## src/fp_pkg.sv

```systemverilog
// constants, types and register map of the front panel selector
package fp_pkg;
    // timing
    localparam int CLK_MHZ = 250; // system clock rate in mhz
    localparam int HOLD_MS = 4000; // long press threshold in ms
    localparam int DEB_MS = 10; // button and knob settle time in ms
    localparam int BLINK_MS = 250; // led blink half period in ms
    localparam int STEP_MS = 1000; // dimm display step in ms
    localparam int CYC_PER_MS = CLK_MHZ * 1000; // cycles in one ms
    localparam logic [31:0] HOLD_CYC = 32'(HOLD_MS * CYC_PER_MS); // long press cycles
    localparam logic [31:0] DEB_CYC = 32'(DEB_MS * CYC_PER_MS); // settle cycles
    localparam logic [31:0] BLINK_CYC = 32'(BLINK_MS * CYC_PER_MS); // blink half period cycles
    localparam logic [31:0] STEP_CYC = 32'(STEP_MS * CYC_PER_MS); // display step cycles

    // selection codes
    localparam int NSRV = 4; // server slots
    localparam logic [2:0] SEL_BMC = 3'h4; // knob code of the management controller
    localparam int HP_BMC = 4; // hot-plug bit of the management controller

    // register map, byte addresses
    localparam logic [7:0] OFS_CTRL = 8'h00; // control
    localparam logic [7:0] OFS_POST = 8'h04; // post code
    localparam logic [7:0] OFS_DUTY = 8'h08; // fan duty
    localparam logic [7:0] OFS_SEQ = 8'h0C; // dimm sequence entry write
    localparam logic [7:0] OFS_STAT = 8'h10; // status
    localparam logic [7:0] OFS_TACH0 = 8'h14; // fan 0 speed feedback count
    localparam logic [7:0] OFS_TACH1 = 8'h18; // fan 1 speed feedback count

    // fields
    localparam int CTRL_FAN_BIT = 0; // management took fan control
    localparam int CTRL_LOOP_BIT = 1; // dimm sequence display on
    localparam int DUTY1_LSB = 8; // second fan duty position
    localparam int SEQ_IDX_LSB = 8; // sequence entry index position
    localparam int STAT_SEL_LSB = 0; // selection code position
    localparam int STAT_PWR_LSB = 4; // server power states position
    localparam int STAT_DBG_BIT = 8; // debug card present
    localparam int STAT_CON_BIT = 9; // local console chosen

    // reset values
    localparam logic [1:0] CTRL_RST = 2'h0; // fans at full, no loop
    localparam logic [7:0] POST_RST = 8'h00; // post display blank code
    localparam logic [7:0] DUTY_RST = 8'hFF; // fan duty after reset

    // register bus request
    typedef struct packed {
        logic [7:0] addr; // byte address
        logic [31:0] wdata; // write data
        logic we; // write strobe
        logic re; // read strobe
    } reg_req_t;

    // power button states
    typedef enum logic [1:0] {
        PB_IDLE = 2'b00,
        PB_PRESS = 2'b01,
        PB_HELD = 2'b10
    } pb_state_t;
endpackage

```

## src/seq_mem.sv

```systemverilog
// small code store for the repeating post display sequence
`timescale 1ns/1ps
module seq_mem #(
    parameter int WIDTH = 8, // bits per entry
    parameter int DEPTH = 4 // entries
) (
    input wire logic clk_i, // system clock
    input wire logic wr_en_i, // write strobe
    input wire logic [$clog2(DEPTH)-1:0] wr_addr_i, // write entry
    input wire logic [WIDTH-1:0] wr_data_i, // write value
    input wire logic [$clog2(DEPTH)-1:0] rd_addr_i, // read entry
    output logic [WIDTH-1:0] rd_data_o // registered read value
);
    logic [WIDTH-1:0] mem_q [DEPTH]; // storage array

    // write port and registered read port
    always_ff @(posedge clk_i) begin
        if (wr_en_i) begin
            mem_q[wr_addr_i] <= wr_data_i;
        end
        rd_data_o <= mem_q[rd_addr_i];
    end
endmodule

```

## src/fp_selector.sv

```systemverilog
// front panel selector: knob, buttons, leds, post display, console and fans
//
// Local design decisions: the plain strobed port and the register offsets.
`timescale 1ns/1ps
module fp_selector #(
    parameter logic [31:0] HOLD_CYC = fp_pkg::HOLD_CYC, // long press cycles
    parameter logic [31:0] DEB_CYC = fp_pkg::DEB_CYC, // settle cycles
    parameter logic [31:0] BLINK_CYC = fp_pkg::BLINK_CYC, // blink half period cycles
    parameter logic [31:0] STEP_CYC = fp_pkg::STEP_CYC // display step cycles
) (
    input wire logic clk_i, // system clock
    input wire logic arst_n_i, // async reset, low active
    input wire fp_pkg::reg_req_t reg_req_i, // register bus request
    output logic [31:0] rd_data_o, // read data, cycle after read strobe
    input wire logic [2:0] knob_i, // selector knob code
    input wire logic pwr_btn_n_i, // power button, low pressed
    input wire logic rst_btn_n_i, // reset button, low pressed
    input wire logic dbg_rst_n_i, // debug card reset, low pressed
    input wire logic dbg_uart_sel_i, // debug card console channel select
    input wire logic dbg_present_i, // debug card plugged
    input wire logic [3:0] srv_pwr_on_i, // server powered per slot
    input wire logic [1:0] fan_speed_feedback_i, // fan tach pulses
    output logic [3:0] srv_pwr_evt_o, // power event pulse per server
    output logic [3:0] srv_hard_off_o, // forced off pulse per server
    output logic [3:0] srv_hard_rst_o, // hard reset pulse per server
    output logic [2:0] dbg_route_o, // debug card target code
    output logic usb_en_o, // front usb connected
    output logic [1:0] usb_sel_o, // front usb server
    output logic [1:0] vga_sel_o, // video mux server
    output logic [4:0] hotplug_o, // hot-plug pulse, servers and management
    output logic [3:0] led_ident_o, // blue selection leds
    output logic [3:0] led_pwr_o, // power status leds
    output logic [3:0] post_low_o, // post code low digit
    output logic [3:0] post_high_o, // post code high digit
    output logic console_local_o, // console to card serial port
    output logic [1:0] fan_pwm_o // fan speed control
);
    localparam int PIN_W = 14; // synchronised pin count
    localparam int DEB_W = 6; // debounced bit count

    logic [PIN_W-1:0] pin_raw; // pins, buttons made active high
    logic [PIN_W-1:0] sync1_q; // first sync stage
    logic [PIN_W-1:0] pin_s; // second sync stage
    logic [DEB_W-1:0] deb_q; // debounced knob and buttons
    logic [DEB_W-1:0] deb_d;
    logic [31:0] deb_cnt_q [DEB_W]; // settle counters
    logic [31:0] deb_cnt_d [DEB_W];
    logic [2:0] knob_db; // settled knob
    logic pwr_db, rst_db, dbgrst_db; // settled buttons
    logic [3:0] pwr_on_s; // synced power states
    logic [1:0] tach_s; // synced fan feedback

    assign pin_raw = {fan_speed_feedback_i, srv_pwr_on_i, dbg_present_i, dbg_uart_sel_i,
                      ~dbg_rst_n_i, ~rst_btn_n_i, ~pwr_btn_n_i, knob_i};
    assign knob_db = deb_q[2:0];
    assign pwr_db = deb_q[3];
    assign rst_db = deb_q[4];
    assign dbgrst_db = deb_q[5];
    assign pwr_on_s = pin_s[11:8];
    assign tach_s = pin_s[13:12];

    // two flop synchroniser on every pin
    always_ff @(posedge clk_i or negedge arst_n_i) begin
        if (!arst_n_i) begin
            sync1_q <= '0;
            pin_s <= '0;
        end else begin
            sync1_q <= pin_raw;
            pin_s <= sync1_q;
        end
    end

    // per bit debounce: change only after a full quiet period
    for (genvar i = 0; i < DEB_W; i++) begin : g_deb
        always_comb begin
            deb_d[i] = deb_q[i];
            deb_cnt_d[i] = 32'h0;
            if (pin_s[i] != deb_q[i]) begin
                if (deb_cnt_q[i] == DEB_CYC - 32'h1) begin
                    deb_d[i] = pin_s[i];
                end else begin
                    deb_cnt_d[i] = deb_cnt_q[i] + 32'h1;
                end
            end
        end
        always_ff @(posedge clk_i or negedge arst_n_i) begin
            if (!arst_n_i) begin
                deb_q[i] <= 1'b0;
                deb_cnt_q[i] <= 32'h0;
            end else begin
                deb_q[i] <= deb_d[i];
                deb_cnt_q[i] <= deb_cnt_d[i];
            end
        end
    end

    // selection, video mux and hot-plug
    logic [2:0] sel_q, sel_d; // current target code
    logic [1:0] vga_q, vga_d; // video mux position
    logic [4:0] hp_d; // hot-plug next
    logic srv_sel; // a server is selected

    assign srv_sel = (sel_q != fp_pkg::SEL_BMC);

    always_comb begin
        sel_d = (knob_db < fp_pkg::SEL_BMC) ? knob_db : fp_pkg::SEL_BMC; // spare codes mean management
        vga_d = (sel_d != fp_pkg::SEL_BMC) ? sel_d[1:0] : vga_q;
        hp_d = 5'h00;
        if (vga_d != vga_q) begin
            hp_d[fp_pkg::HP_BMC] = 1'b1;
            hp_d[vga_q] = 1'b1; // old server
            hp_d[vga_d] = 1'b1; // new server
        end
    end

    always_ff @(posedge clk_i or negedge arst_n_i) begin
        if (!arst_n_i) begin
            sel_q <= fp_pkg::SEL_BMC;
            vga_q <= 2'h0;
            hotplug_o <= 5'h00;
        end else begin
            sel_q <= sel_d;
            vga_q <= vga_d;
            hotplug_o <= hp_d;
        end
    end
    assign vga_sel_o = vga_q;

    // power button press timer
    fp_pkg::pb_state_t pb_q, pb_d; // button state
    logic [31:0] hold_cnt_q, hold_cnt_d; // press duration
    logic [3:0] evt_d, off_d; // power event and forced off

    always_comb begin
        pb_d = pb_q;
        hold_cnt_d = hold_cnt_q;
        evt_d = 4'h0;
        off_d = 4'h0;
        case (pb_q)
            fp_pkg::PB_IDLE: begin
                hold_cnt_d = 32'h0;
                if (pwr_db) begin
                    pb_d = fp_pkg::PB_PRESS;
                end
            end
            fp_pkg::PB_PRESS: begin
                if (!pwr_db) begin
                    pb_d = fp_pkg::PB_IDLE;
                    if (srv_sel) begin
                        evt_d[sel_q[1:0]] = 1'b1;
                    end
                end else if (hold_cnt_q == HOLD_CYC - 32'h1) begin
                    pb_d = fp_pkg::PB_HELD;
                    if (srv_sel && pwr_on_s[sel_q[1:0]]) begin
                        off_d[sel_q[1:0]] = 1'b1;
                    end
                end else begin
                    hold_cnt_d = hold_cnt_q + 32'h1;
                end
            end
            fp_pkg::PB_HELD: begin
                if (!pwr_db) begin
                    pb_d = fp_pkg::PB_IDLE;
                end
            end
            default: pb_d = fp_pkg::PB_IDLE;
        endcase
    end

    // reset requests from front button and debug card
    logic rst_prev_q, dbg_prev_q; // previous settled levels
    logic rst_evt; // a new press on either source
    logic [3:0] rst_d; // hard reset next

    always_comb begin
        rst_evt = (rst_db && !rst_prev_q) || (dbgrst_db && !dbg_prev_q);
        rst_d = 4'h0;
        if (rst_evt && srv_sel && pwr_on_s[sel_q[1:0]]) begin
            rst_d[sel_q[1:0]] = 1'b1;
        end
    end

    always_ff @(posedge clk_i or negedge arst_n_i) begin
        if (!arst_n_i) begin
            pb_q <= fp_pkg::PB_IDLE;
            hold_cnt_q <= 32'h0;
            rst_prev_q <= 1'b0;
            dbg_prev_q <= 1'b0;
            srv_pwr_evt_o <= 4'h0;
            srv_hard_off_o <= 4'h0;
            srv_hard_rst_o <= 4'h0;
        end else begin
            pb_q <= pb_d;
            hold_cnt_q <= hold_cnt_d;
            rst_prev_q <= rst_db;
            dbg_prev_q <= dbgrst_db;
            srv_pwr_evt_o <= evt_d;
            srv_hard_off_o <= off_d;
            srv_hard_rst_o <= rst_d;
        end
    end

    // blink and one second timers, dimm sequence index
    logic [31:0] blink_cnt_q, blink_cnt_d, step_cnt_q, step_cnt_d; // timers
    logic blink_q, blink_d, step_tick; // blink phase, step pulse
    logic [1:0] seq_idx_q, seq_idx_d; // sequence entry shown
    logic [1:0] ctrl_q; // control register

    always_comb begin
        blink_cnt_d = blink_cnt_q + 32'h1;
        blink_d = blink_q;
        if (blink_cnt_q == BLINK_CYC - 32'h1) begin
            blink_cnt_d = 32'h0;
            blink_d = !blink_q;
        end
        step_tick = (step_cnt_q == STEP_CYC - 32'h1);
        step_cnt_d = step_tick ? 32'h0 : step_cnt_q + 32'h1;
        seq_idx_d = seq_idx_q;
        if (!ctrl_q[fp_pkg::CTRL_LOOP_BIT]) begin
            seq_idx_d = 2'h0;
        end else if (step_tick) begin
            seq_idx_d = seq_idx_q + 2'h1; // wraps
        end
    end

    always_ff @(posedge clk_i or negedge arst_n_i) begin
        if (!arst_n_i) begin
            blink_cnt_q <= 32'h0;
            blink_q <= 1'b0;
            step_cnt_q <= 32'h0;
            seq_idx_q <= 2'h0;
        end else begin
            blink_cnt_q <= blink_cnt_d;
            blink_q <= blink_d;
            step_cnt_q <= step_cnt_d;
            seq_idx_q <= seq_idx_d;
        end
    end

    // register file
    logic [1:0] ctrl_d; // control next
    logic [7:0] post_q, post_d; // post code from management
    logic [15:0] duty_q, duty_d; // fan duties
    logic [15:0] tach_q [2]; // latched fan speed counts
    logic [31:0] rd_d; // read data next
    logic seq_we; // sequence entry write
    logic [7:0] seq_code; // sequence code read out

    assign seq_we = reg_req_i.we && (reg_req_i.addr == fp_pkg::OFS_SEQ);

    seq_mem #(
        .WIDTH(8),
        .DEPTH(4)
    ) u_seq_mem (
        .clk_i(clk_i),
        .wr_en_i(seq_we),
        .wr_addr_i(reg_req_i.wdata[fp_pkg::SEQ_IDX_LSB +: 2]),
        .wr_data_i(reg_req_i.wdata[7:0]),
        .rd_addr_i(seq_idx_q),
        .rd_data_o(seq_code)
    );

    always_comb begin
        ctrl_d = ctrl_q;
        post_d = post_q;
        duty_d = duty_q;
        rd_d = 32'h0;
        if (reg_req_i.we) begin
            case (reg_req_i.addr)
                fp_pkg::OFS_CTRL: ctrl_d = reg_req_i.wdata[1:0];
                fp_pkg::OFS_POST: post_d = reg_req_i.wdata[7:0];
                fp_pkg::OFS_DUTY: duty_d = reg_req_i.wdata[15:0];
                default: ; // sequence entry goes to u_seq_mem; read-only or unmapped: ignored
            endcase
        end
        if (reg_req_i.re) begin
            case (reg_req_i.addr)
                fp_pkg::OFS_CTRL: rd_d[1:0] = ctrl_q;
                fp_pkg::OFS_POST: rd_d[7:0] = post_q;
                fp_pkg::OFS_DUTY: rd_d[15:0] = duty_q;
                fp_pkg::OFS_STAT: begin
                    rd_d[fp_pkg::STAT_SEL_LSB +: 3] = sel_q;
                    rd_d[fp_pkg::STAT_PWR_LSB +: 4] = pwr_on_s;
                    rd_d[fp_pkg::STAT_DBG_BIT] = pin_s[7];
                    rd_d[fp_pkg::STAT_CON_BIT] = console_local_o;
                end
                fp_pkg::OFS_TACH0: rd_d[15:0] = tach_q[0];
                fp_pkg::OFS_TACH1: rd_d[15:0] = tach_q[1];
                default: rd_d = 32'h0; // unmapped reads zero
            endcase
        end
    end

    always_ff @(posedge clk_i or negedge arst_n_i) begin
        if (!arst_n_i) begin
            ctrl_q <= fp_pkg::CTRL_RST;
            post_q <= fp_pkg::POST_RST;
            duty_q <= {fp_pkg::DUTY_RST, fp_pkg::DUTY_RST};
            rd_data_o <= 32'h0;
        end else begin
            ctrl_q <= ctrl_d;
            post_q <= post_d;
            duty_q <= duty_d;
            rd_data_o <= rd_d;
        end
    end

    // fans: pwm and feedback edge count per one second window
    logic [7:0] pwm_cnt_q; // shared pwm ramp
    for (genvar f = 0; f < 2; f++) begin : g_fan
        logic [15:0] edge_cnt_q, edge_cnt_d, tach_d; // pulses this window
        logic prev_q, pwm_d; // previous feedback level, pwm next
        always_comb begin
            pwm_d = !ctrl_q[fp_pkg::CTRL_FAN_BIT] ||
                    (pwm_cnt_q < duty_q[f * fp_pkg::DUTY1_LSB +: 8]);
            edge_cnt_d = edge_cnt_q + 16'((tach_s[f] && !prev_q) ? 1 : 0);
            tach_d = tach_q[f];
            if (step_tick) begin
                tach_d = edge_cnt_d;
                edge_cnt_d = 16'h0;
            end
        end
        always_ff @(posedge clk_i or negedge arst_n_i) begin
            if (!arst_n_i) begin
                edge_cnt_q <= 16'h0;
                prev_q <= 1'b0;
                tach_q[f] <= 16'h0;
                fan_pwm_o[f] <= 1'b1;
            end else begin
                edge_cnt_q <= edge_cnt_d;
                prev_q <= tach_s[f];
                tach_q[f] <= tach_d;
                fan_pwm_o[f] <= pwm_d;
            end
        end
    end

    // routing, leds, display and console outputs
    logic [3:0] ident_d; // selection leds next
    logic [7:0] disp; // code shown

    always_comb begin
        ident_d = srv_sel ? (4'h1 << sel_q[1:0]) : 4'hF;
        ident_d = blink_q ? ident_d : 4'h0;
        disp = ctrl_q[fp_pkg::CTRL_LOOP_BIT] ? seq_code : post_q;
    end

    always_ff @(posedge clk_i or negedge arst_n_i) begin
        if (!arst_n_i) begin
            pwm_cnt_q <= 8'h00;
            dbg_route_o <= fp_pkg::SEL_BMC;
            usb_en_o <= 1'b0;
            usb_sel_o <= 2'h0;
            led_ident_o <= 4'h0;
            led_pwr_o <= 4'h0;
            post_low_o <= 4'h0;
            post_high_o <= 4'h0;
            console_local_o <= 1'b0;
        end else begin
            pwm_cnt_q <= pwm_cnt_q + 8'h01;
            dbg_route_o <= sel_q;
            usb_en_o <= srv_sel;
            usb_sel_o <= srv_sel ? sel_q[1:0] : usb_sel_o;
            led_ident_o <= ident_d;
            led_pwr_o <= pwr_on_s;
            post_low_o <= disp[3:0];
            post_high_o <= disp[7:4];
            console_local_o <= pin_s[7] && pin_s[6];
        end
    end
endmodule

```

## config.mk

```make
export PLATFORM = sky130hd
export DESIGN_NAME = fp_selector
export DESIGN_NICKNAME = d
export VERILOG_FILES = /design/src/fp_pkg.sv /design/src/seq_mem.sv /design/src/fp_selector.sv
export SDC_FILE = /design/constraint.sdc
export NUM_CORES = 1
export LEC_CHECK = 0
export BUFFER_PORTS_ARGS = -buffer_cell sky130_fd_sc_hd__buf_4
export CORE_ASPECT_RATIO = 2
export CORE_MARGIN = 8
export CORE_UTILIZATION = 49
export DETAILED_ROUTE_END_ITERATION = 6
export GPL_TIMING_DRIVEN = 0
export PLACE_DENSITY = 0.69
export REMOVE_ABC_BUFFERS = 1
export SKIP_CTS_REPAIR_TIMING = 1
export SYNTH_ARGS = -nofsm -noshare
export SYNTH_HDL_FRONTEND = slang
export SYNTH_HIERARCHICAL = 1
export SYNTH_SLANG_ARGS = --single-unit
```

## constraint.sdc

```tcl
create_clock -name clk_i -period 2.2 [get_ports clk_i]
set_input_delay 0.66 -clock clk_i [delete_from_list [all_inputs] [get_ports clk_i]]
set_output_delay 0.66 -clock clk_i [all_outputs]
set_load 0.01 [all_outputs]
```

==> results.md, run 1 <==
* Status: complete, no violations
* Worst path bufs/invs at 0
* Vias in the first global route at 16600
* Number of synthesis warnings at 6
* Crit path capture type: register
* # diodes at 0
* Worst r2r src: deb_cnt_q[11]
* Final-report hold violation count at 0
* Register area share after synthesis at 0.558
* DIE HEIGHT at 330 microns
* Fin crit period at 2.18 ns
* Initial drt markers at 1296
* Worst setup path class: reg -> reg
* Initial core utilization at 0.493
* Top Ports at 134
* Synth cell types at 65
* Area growth syn-to-layout at 15.6%
* ANT nets after route at 0
* Port Buffers at 101
* Worst hold path class: in -> reg
* Slowest CP cell: or4_4
* Gpl congestion at 0.804
* Synth Register Bits at 532
* Gr ovfl total at 0
* Worst-Skew Late Latency at 0.57 ns
* Final setup viols at 0
* Startpoint types: register
* Hold slack at 0.187 ns
* Worst vdd ir at 577 uV
* Vias/cell at 5.52
* CTS tree: built
* Hold depth at 1
* CTS buffer count at 48
* Die area at 57000 sq um
* Gate Count Post-Synth at 2270
* Worst-Margin Slew at 0.836 ns
* Layout cell share with drive strength beyond 1 at 0.160
* Synthesized area at 24100 sq um
* CTS sink count at 532
* Largest net degree at the start of global routing at 125
* Clock H-tree levels at 2
* Clk pin slew, worst setup/hold paths at 0.07 ns
* Post-synth EDFFs at 32
* Clk root buf: clkbuf_16
* Final slew viol count at 0
* Clk_skew at 0.0231 ns
* Cell-by-cell trace of the critical path: and4_1, nand4_1, or4_4, or3_1, a21oi_1
* Power Dens Cells at 697 nW/um^2
* Site Rows at 115
* Fmax at 0.459 GHz
* CP Depth at 5
* Power Total at 19.4 mW
* WL/cell at 16.8 microns
* Crit-path max FO at 6
* Max cap viols at 0
* DP Wirelength at 33000 microns
* R2R depth at 5
* Final worst-path cycle share at 0.990
* CP startpoint: deb_cnt_q[11]
* Critical Path RT at 2.68 ns
* Async S/R FF share, synth at 0.925
* First-pass GRT wire length at 83600 microns
* Avg Synthesized Cell Area at 10.6 sq um
* WP data arrival at 2.65 ns
* Top_reg_cell synth: dfrtp_1
* Die X at 173 microns
* Nets at 2488
* Top Family by Delay on Critical Path: simple AND/OR/NAND/NOR gates
* Rel. slew slack at 0.438
* Initial antenna violation count at 2
* Placed cell area at 25500 sq um
* Drt drc at 0
* Clock tree buffer depth at 3
* Drt pass-1 iters at 5
* Detailed Route WL at 51700 microns
* Hold path startpoint: knob_i[0]
* Core box area at 48900 sq um
* Finished Cell Area at 27900 sq um
* Total track usage at 0.173
* Max incr delay on CP at 0.61 ns
* Vias at 17000
* Leakage at 12.1 nW
-- cells by family after synthesis --
logic type | synth area share
AO/OA/AOI/OAI | 0.0409
adder cells (fa/ha/maj) | 0.0145
other | 0.000156
buffers and inverters | 0.0303
flip-flops | 0.558
multiplexers | 0.0345
XOR/XNOR | 0.0992
AND/OR/NAND/NOR | 0.222
-- per-layer routing --
metal / vias to the layer above / GRT usage / share of wire
met2: 349 / 0.278 / 0.47
met5: - / 0 / 0.00052
met3: 84 / 0.0322 / 0.046
met4: 4 / 0.0514 / 0.022
met1: 8419 / 0.236 / 0.46
li1: 8167 / - / -
-- placed cells by master (no fill, tap or decap), drive strengths merged, types with 19 or more instances in the layout --
| cell | n |
|---|---|
| nor3 | 51 |
| and3 | 33 |
| a21oi | 55 |
| nand3 | 130 |
| inv | 62 |
| edfxtp | 32 |
| nor2b | 21 |
| o21ai | 29 |
| nor2 | 351 |
| xnor2 | 133 |
| nor4 | 65 |
| mux2 | 47 |
| clkbuf | 70 |
| xor2 | 140 |
| dfrtp | 472 |
| ha | 28 |
| and4 | 34 |
| nand4 | 114 |
| nor4b | 19 |
| dfstp | 20 |
| buf | 166 |
| nand2 | 142 |
-- path summary, 6_finish.rpt --
| kind | slack [ns] | endpoint |
|---|---|---|
| max in group asynchronous | 0.33 | deb_cnt_q[92] |
| min in group asynchronous | 0.59 | deb_cnt_q[24] |
| setup / recovery | 0.02 | deb_cnt_q[28] |
| setup reg to reg | 0.02 | deb_cnt_q[28] |
| hold reg to reg | 0.35 | pin_s[2] |
| hold / removal | 0.19 | sync1_q[0] |
-- power breakdown --
part	internal [mW]	switching, mW	leakage [nW]
Sequential	10.1	0.164	6.99
Clock	4.78	3.64	0.764
Combinational	0.286	0.485	4.32
Total	15.1	4.28	12.1
-- worst reg2reg max path: stages (launching register included) --
cell and delay, ns:
dfrtp_1 0.43, and4_1 0.28, nand4_1 0.27, or4_4 0.61, or3_1 0.34, a21oi_1 0.17
-- synth_stat cells (4+ instances only) --
cell type  count  area share
buf_1          5     0.00078
and3_1        33      0.0086
dfrtp_1      472        0.49
a21o_1         8      0.0025
nand4b_1       4      0.0015
mux2i_1       10      0.0042
mux4_2         9      0.0084
a31o_2         4      0.0015
inv_1         61      0.0095
nand3b_1       5      0.0016
ha_1          28       0.015
and3b_1        5      0.0018
nor4_2         6      0.0031
edfxtp_1      32       0.040
nor3b_1        6      0.0019
nand2b_1       7      0.0018
or4_1         13      0.0040
nor2_1       351       0.055
or3_1         11      0.0029
a22o_1         5      0.0018
or2_2         11      0.0029
nor4_1        59       0.015
clkbuf_1      64       0.010
o31ai_1       10      0.0031
xnor2_1      133       0.048
nor2b_1       21      0.0055
nor3_1        50       0.010
o211ai_1      11      0.0034
and4_1        33       0.012
buf_4         16      0.0050
dfxtp_1        8      0.0066
a222oi_1       6      0.0025
a22oi_1        9      0.0028
buf_2         20      0.0042
nand2_1      139       0.022
mux2_2        47       0.022
xor2_1       140       0.051
o21ai_0       29      0.0060
and2_1        16      0.0042
nand3_1      129       0.027
a21oi_1       55       0.011
nand4_1      114       0.030
nor4b_1       19      0.0069
dfstp_2       20       0.022
-- state kept, by name (all words and copies together) (netlist names), 14 cells and up --
| name | flops |
|---|---|
| rd_data_o | 16 |
| duty_q | 16 |
| tach_q | 32 |
| blink_cnt_q | 32 |
| g_fan.edge_cnt_q | 32 |
| sync1_q | 14 |
| pin_s | 14 |
| u_seq_mem/mem_q | 32 |
| deb_cnt_q | 192 |
| hold_cnt_q | 32 |
| step_cnt_q | 32 |
-- per-stage QoR --
step	cells	TNS (ns)	worst slack [ns]	utilization
2_1_floorplan	2177	-611.30	-7.79	-
3_3_place_gp	2921	-3298.52	-11.75	0.516
3_5_place_dp	2939	-153.98	-1.81	0.521
4_1_cts	3028	-116.99	-1.24	0.553
5_1_grt	3084	-1.94	-0.102	0.570
6_report	3084	0	0.0224	0.570
-- layout make-up --
| type | instances | area [sq um] |
|---|---|---|
| clock inverters | 22 | 260 |
| repair buffers | 170 | 1490 |
| well taps | 643 | 805 |
| clock buffers | 67 | 1310 |
| fillers | 4168 | 21100 |
| multi-input cells | 1589 | 10300 |
| flip-flops and latches | 532 | 13500 |
| inverters | 61 | 229 |
No activity file was read; power rests on OpenSTA's default activity.
==> run 2, diff against run 1 <==
- ABC_AREA: unset -> 1
==> run 2 against run 1 <==
  * Clock power up 12%
  * Flip-flop and latch count unchanged
  * Setup slack better by 0.13 ns
  * Synthesized cell count up 64%
  * Power up 5.3%
  * Non-clock buffer count down 62
  * Synthesized area up 15%
  * Sequential power about the same
  * Register-to-register slack better by 0.13 ns
  * Combinational power up 4.7%
  * Cell area up 12%
  * Global-route usage up 4.7 points
==> results.md, run 2 <==
* Register area share after synthesis at 0.485 (-0.0730)
* Leakage at 14.2 nW (+18%)
* Worst-Skew Late Latency at 0.61 ns (+0.04 ns)
* Status: complete, no violations
* Most frequent cells in the layout: nand2_1, nor2_1, dfrtp_1
* R2r setup slk at 0.16 ns (+0.13 ns)
* Synth top area cells: dfrtp_1, nand2_1, nor2_1
* RSZ-0062 raised after global routing: no
* Top Ports at 134 (unchanged)
* WL/cell at 15.3 microns (-8.5%)
* Crit path capture type: register
* Nets at 3918 (+57%)
* Synthesized area at 27700 sq um (+15%)
* Die X at 184 microns (+6.6%)
* DIE HEIGHT at 352 microns (+6.9%)
* Clk pin slew, worst setup/hold paths at 0.06 ns (about the same)
* Synth Register Bits at 532 (unchanged)
* Number of synthesis warnings at 6 (unchanged)
* Max cap viols at 0 (unchanged)
* Async S/R FF share, synth at 0.925 (unchanged)
* Final-report hold violation count at 0 (unchanged)
* Site Rows at 123 (+7.0%)
* Fmax at 0.490 GHz (+6.6%)
* Crit-path max FO at 5 (-1)
* Total track usage at 0.219 (+0.0467)
* Clock tree buffer depth at 3 (unchanged)
* Post-synth EDFFs at 32 (unchanged)
* WP data arrival at 2.49 ns (-0.16 ns)
* Post-synth top cells: nand2_1, nor2_1, dfrtp_1
* Final slew viol count at 0 (unchanged)
* Worst setup path class: reg -> reg
* Synth area leader: dfrtp_1
* R2r endpoint: deb_cnt_q[188]
* Area growth syn-to-layout at 12.3%
* Top_reg_cell synth: dfrtp_1
* CTS sink count at 532 (unchanged)
* Worst hold path class: in -> async
* Vias/cell at 5.03 (-8.8%)
* Synth cell types at 43 (-34%)
* CTS buffer count at 50 (+4.2%)
* Gate Count Post-Synth at 3726 (+64%)
* Final setup viols at 0 (unchanged)
* Rel. slew slack at 0.431 (-0.00682)
* Vias in the first global route at 23400 (+41%)
* Critical Path RT at 2.65 ns (-0.03 ns)
* ANT nets after route at 0 (unchanged)
* Worst r2r src: deb_cnt_q[160]
* Core box area at 56200 sq um (+15%)
* Gpl congestion at 0.962 (+20%)
* Initial antenna violation count at 0 (-2)
* Most common cell in the synthesized netlist: nand2_1
* Gr ovfl total at 0 (unchanged)
* Initial drt markers at 1258 (-2.9%)
* DP Wirelength at 52800 microns (+60%)
* Hold slack at 0.0251 ns (-0.162 ns)
* Port Buffers at 101 (unchanged)
* Drt pass-1 iters at 6 (+1)
* Initial core utilization at 0.494 (+0.000952)
* Final worst-path cycle share at 0.929 (-0.0613)
* Largest net degree at the start of global routing at 121 (-3.2%)
* Layout cell share with drive strength beyond 1 at 0.0669 (-0.0929)
* First-pass GRT wire length at 115000 microns (+38%)
* Clk_skew at 0.0251 ns (+0.00207 ns)
* CTS tree: built
* Vias at 23300 (+37%)
* Worst-Margin Slew at 0.854 ns (+0.0179 ns)
* Biggest register: deb_cnt_q
* Avg Synthesized Cell Area at 7.44 sq um (-30%)
* Startpoint types: register
* Drt drc at 0 (unchanged)
* Setup TNS at 0 ns (unchanged)
* Flip-flop count of the largest register after layout at 192 (unchanged)
* Power Dens Cells at 657 nW/um^2 (-5.8%)
* Clk root buf: clkbuf_16
* Die area at 64900 sq um (+14%)
* Clock H-tree levels at 2 (unchanged)
* Detailed Route WL at 70900 microns (+37%)
* Commonest non-fill, non-tap cell in the layout: nand2_1
* Fin crit period at 2.04 ns (-0.135 ns)
* Worst vdd ir at 860 uV (+49%)
* R2R depth at 8 (+3)
* Share of the synthesized area in the top cell type at 0.426 (-0.0641)
run 2: cell count changes after synthesis, sizes merged, moves of 21 or more:
cell	previous run	this run
and4	34	0
mux2	47	0
nand3	130	269
and3	33	5
nor2	351	774
inv	61	437
o21ai	29	52
nor3	51	84
nor4	65	0
xnor2	133	37
nand2	142	1141
clkbuf	66	19
nand4	114	59
nor2b	21	0
run 2: critical path: stages (launching register included):
cell,delay [ns]
dfrtp_1,0.39
ha_1,0.23
nand2_1,0.09
nor2_1,0.23
nand3b_1,0.28
nor2_1,0.39
nand3_1,0.13
nand2_1,0.09
nor2_1,0.04
run 2: cell type report:
cell class / instances / area [sq um]
multi-input cells: 2700 / 12400
well taps: 750 / 938
fillers: 5329 / 25000
inverters: 440 / 1690
clock buffers: 57 / 1330
flip-flops and latches: 532 / 13500
clock inverters: 35 / 455
diodes: 1 / 2.50
repair buffers: 108 / 898
run 2: power by group:
part | leakage, nW | switching [mW] | internal (mW)
combinational | 6.44 | 0.550 | 0.258
clock | 0.858 | 4.04 | 5.36
sequential | 6.93 | 0.159 | 10.1
total | 14.2 | 4.75 | 15.7
run 2: kinds of logic after synthesis:
kind of cell               after synthesis  share of synthesized area
adders and majority gates               28                     0.0126
buffers and inverters                  511                     0.0753
AOI/OAI and AO/OA                      107                     0.0205
DFF                                    532                      0.485
xor gates and xnor gates               186                     0.0587
and+or+nand+nor                       2361                      0.347
other                                    1                   0.000135
run 2: worst max-delay path by stage:
stage | start | endpoint | slack [ns] | depth (start not counted)
6_report | deb_cnt_q[160] | deb_cnt_q[188] | 0.16 | 8
3_5_place_dp | step_cnt_q[0] | g_fan[1].edge_cnt_q[8] | -1.19 | 8
4_1_cts | step_cnt_q[0] | g_fan[1].edge_cnt_q[8] | -1.18 | 8
2_1_floorplan | step_cnt_q[0] | tach_q[12] | -0.30 | 9
3_3_place_gp | arst_n_i | post_high_o[1] | -4.90 | 1
5_1_grt | pin_s[13] | tach_q[8] | 0.02 | 11
run 2: layer usage:
metal  vias up  share of wire  GRT usage
met3       227          0.036     0.0235
met2       544           0.54      0.418
met4         0          0.060      0.127
met1     10800           0.36      0.224
met5         -              0          0
li1      11700              -          -
run 2: through the flow:
| stage | utilization | cells | power, mW | cell area [sq um] | setup slack, ns |
|---|---|---|---|---|---|
| after floorplan | - | 3670 | 10.8 | 27400 | -0.302 |
| after global placement | 0.517 | 4521 | 11.2 | 29100 | -4.90 |
| after detailed placement | 0.519 | 4525 | 11.2 | 29200 | -1.19 |
| after CTS | 0.551 | 4617 | 20.7 | 31000 | -1.18 |
| after global routing | 0.554 | 4622 | 21.2 | 31100 | 0.0158 |
| final | 0.554 | 4623 | 20.4 | 31100 | 0.157 |
==> run 3, diff against run 2 <==
- GPL_TIMING_DRIVEN: 0 -> unset
==> run 3 against run 2 <==
  * Hold slack better by 0.12 ns
  * Sequential power hardly changed
  * Via count up 0.99%
  * Global-route usage increased by 0.45 points
  * Wire length increased by 1.6%
  * Count of clock-buffer cells in the layout up 5
  * Setup slack improved by 0.038 ns
  * Critical path type unchanged
  * Largest cell class unchanged
==> results.md, run 3 (synthesized netlist as in run 2, its figures left out) <==
* Clock H-tree levels at 2 (unchanged)
* Final-report hold violation count at 0 (unchanged)
* Critical Path RT at 2.66 ns (about the same)
* CP startpoint: step_cnt_q[0]
* Worst setup path class: reg -> reg
* Rel. slew slack at 0.478 (+0.0470)
* Finished Cell Area at 31500 sq um (+1.1%)
* Vias in the first global route at 23800 (+1.5%)
* WL/cell at 15.4 microns (+0.24%)
* Startpoint types: register
* First-pass GRT wire length at 117000 microns (+1.4%)
* Area growth syn-to-layout at 13.5%
* Clock tree buffer depth at 3 (unchanged)
* Vias/cell at 5.01 (-0.36%)
* R2r setup slk at 0.20 ns (+0.04 ns)
* Fmax at 0.499 GHz (+1.9%)
* Worst-Skew Late Latency at 0.62 ns (about the same)
* Post-route worst setup slack at 0.195 ns (+0.0379 ns)
* Worst hold path class: in -> reg
* Drt pass-1 iters at 5 (-1)
* WP data arrival at 2.47 ns (-0.02 ns)
* Fin crit period at 2.00 ns (-0.0379 ns)
* Worst-Margin Slew at 0.783 ns (-0.0705 ns)
* Multi-input logic area at 12200 sq um (-0.93%)
* # diodes at 0 (-1)
* CTS tree: built
* Most frequent cells in the layout: nand2_1, nor2_1, dfrtp_1
* Port Buffers at 101 (unchanged)
* R2r endpoint: tach_q[11]
* Largest net degree at the start of global routing at 68 (-44%)
* Site Rows at 123 (unchanged)
* Clk pin slew, worst setup/hold paths at 0.07 ns (about the same)
* ANT nets after route at 0 (unchanged)
* Vias at 23500 (+0.99%)
* R2R depth at 9 (+1)
* DIE HEIGHT at 352 microns (unchanged)
* Final core occ at 0.560 (+0.00619)
* Layout cell share with drive strength beyond 1 at 0.0765 (+0.00958)
* Core box area at 56200 sq um (unchanged)
* Detailed Route WL at 72000 microns (+1.6%)
* Max cap viols at 0 (unchanged)
* Dpl cells at 4595 (+1.5%)
* Setup TNS at 0 ns (unchanged)
* Die area at 64900 sq um (unchanged)
* Crit path capture type: register
* Top Ports at 134 (unchanged)
* Leakage at 14.5 nW (+2.0%)
* Final Instance Count excl. Fillers at 4686 (+1.4%)
* Fill count at 5407 (+1.5%)
* Crit-path max FO at 61 (+56)
* Final setup viols at 0 (unchanged)
* CTS buffer count at 49 (-2.0%)
* Flip-flop count of the largest register after layout at 192 (unchanged)
* Power Dens Cells at 638 nW/um^2 (-2.8%)
* CTS sink count at 532 (unchanged)
* Final slew viol count at 0 (unchanged)
* Hold depth at 1
* Gpl congestion at 0.971 (+0.99%)
* Gr ovfl total at 0 (unchanged)
* Clk_skew at 0.0295 ns (+0.00437 ns)
* Initial core utilization at 0.494 (unchanged)
* Die X at 184 microns (unchanged)
* Initial antenna violation count at 0 (unchanged)
* Worst r2r src: step_cnt_q[0]
* Final worst-path cycle share at 0.911 (-0.0172)
* Clk root buf: clkbuf_16
* Total track usage at 0.224 (+0.00451)
* Hold path startpoint: dbg_present_i
* Hold slack at 0.146 ns (+0.120 ns)
* Commonest non-fill, non-tap cell in the layout: nand2_1
* Power Total at 20.1 mW (-1.7%)
* RSZ-0062 raised after global routing: no
* DP Wirelength at 55300 microns (+4.8%)
* Drt drc at 0 (unchanged)
* Initial drt markers at 1052 (-16%)
* Sequential cell area at 13500 sq um (unchanged)
* Placed cell area at 29800 sq um (+2.1%)
* Pre-CTS setup slack at 0.120 ns (+1.31 ns)
* Min-Delay Endpoint: sync1_q[7]
* Status: complete, no violations
* Nets at 3983 (+1.7%)
* Worst vdd ir at 594 uV (-31%)
* Biggest register: deb_cnt_q
## run 3: cell count changes in the layout (fill, tap and decap cells not counted), sizes merged
cell	previous run	this run
clkinv	14	17
bufinv	8	6
inv	445	440
nand2	1143	1141
buf	108	175
clkinvlp	8	5
diode	1	0
dlygate4sd3	0	1
clkbuf	57	62
## run 3: final cells by class
type                    instances  area share
clock buffers                  62      0.0415
clock inverters                28      0.0120
inverters                     440      0.0526
multi-input cells            2698       0.389
flip-flops and latches        532       0.428
well taps                     750      0.0298
repair buffers                176      0.0475
## run 3: metal layers
metal	GRT usage	part of all wire
met1	0.219	0.36
met4	0.141	0.067
met2	0.430	0.54
met3	0.0259	0.034
met5	0	0
## run 3: how the worst max path moves through the flow
stage                            end  cells after the start  slack (ns)
2_1_floorplan             tach_q[12]                      9       -0.30
6_report                  tach_q[11]                      9        0.20
3_3_place_gp   u_seq_mem/mem_q[2][6]                      7        0.11
4_1_cts                   tach_q[10]                     11        0.13
3_5_place_dp   u_seq_mem/mem_q[2][5]                      7        0.12
5_1_grt                   tach_q[26]                     11        0.02
## run 3: where the power goes
group / internal (mW) / switching, mW / leakage [nW]
Sequential: 10.1 / 0.154 / 6.93
Clock: 5.00 / 3.98 / 0.809
Combinational: 0.312 / 0.570 / 6.77
## run 3: worst max-delay path, cell delays in order (launching register included)
cell	delay, ns
dfrtp_1	0.42
ha_1	0.20
nand2_2	0.07
nor2_4	0.18
nand4_2	0.15
nor2_4	0.20
nand2_2	0.08
buf_4	0.31
nand2_1	0.12
o21ai_0	0.08
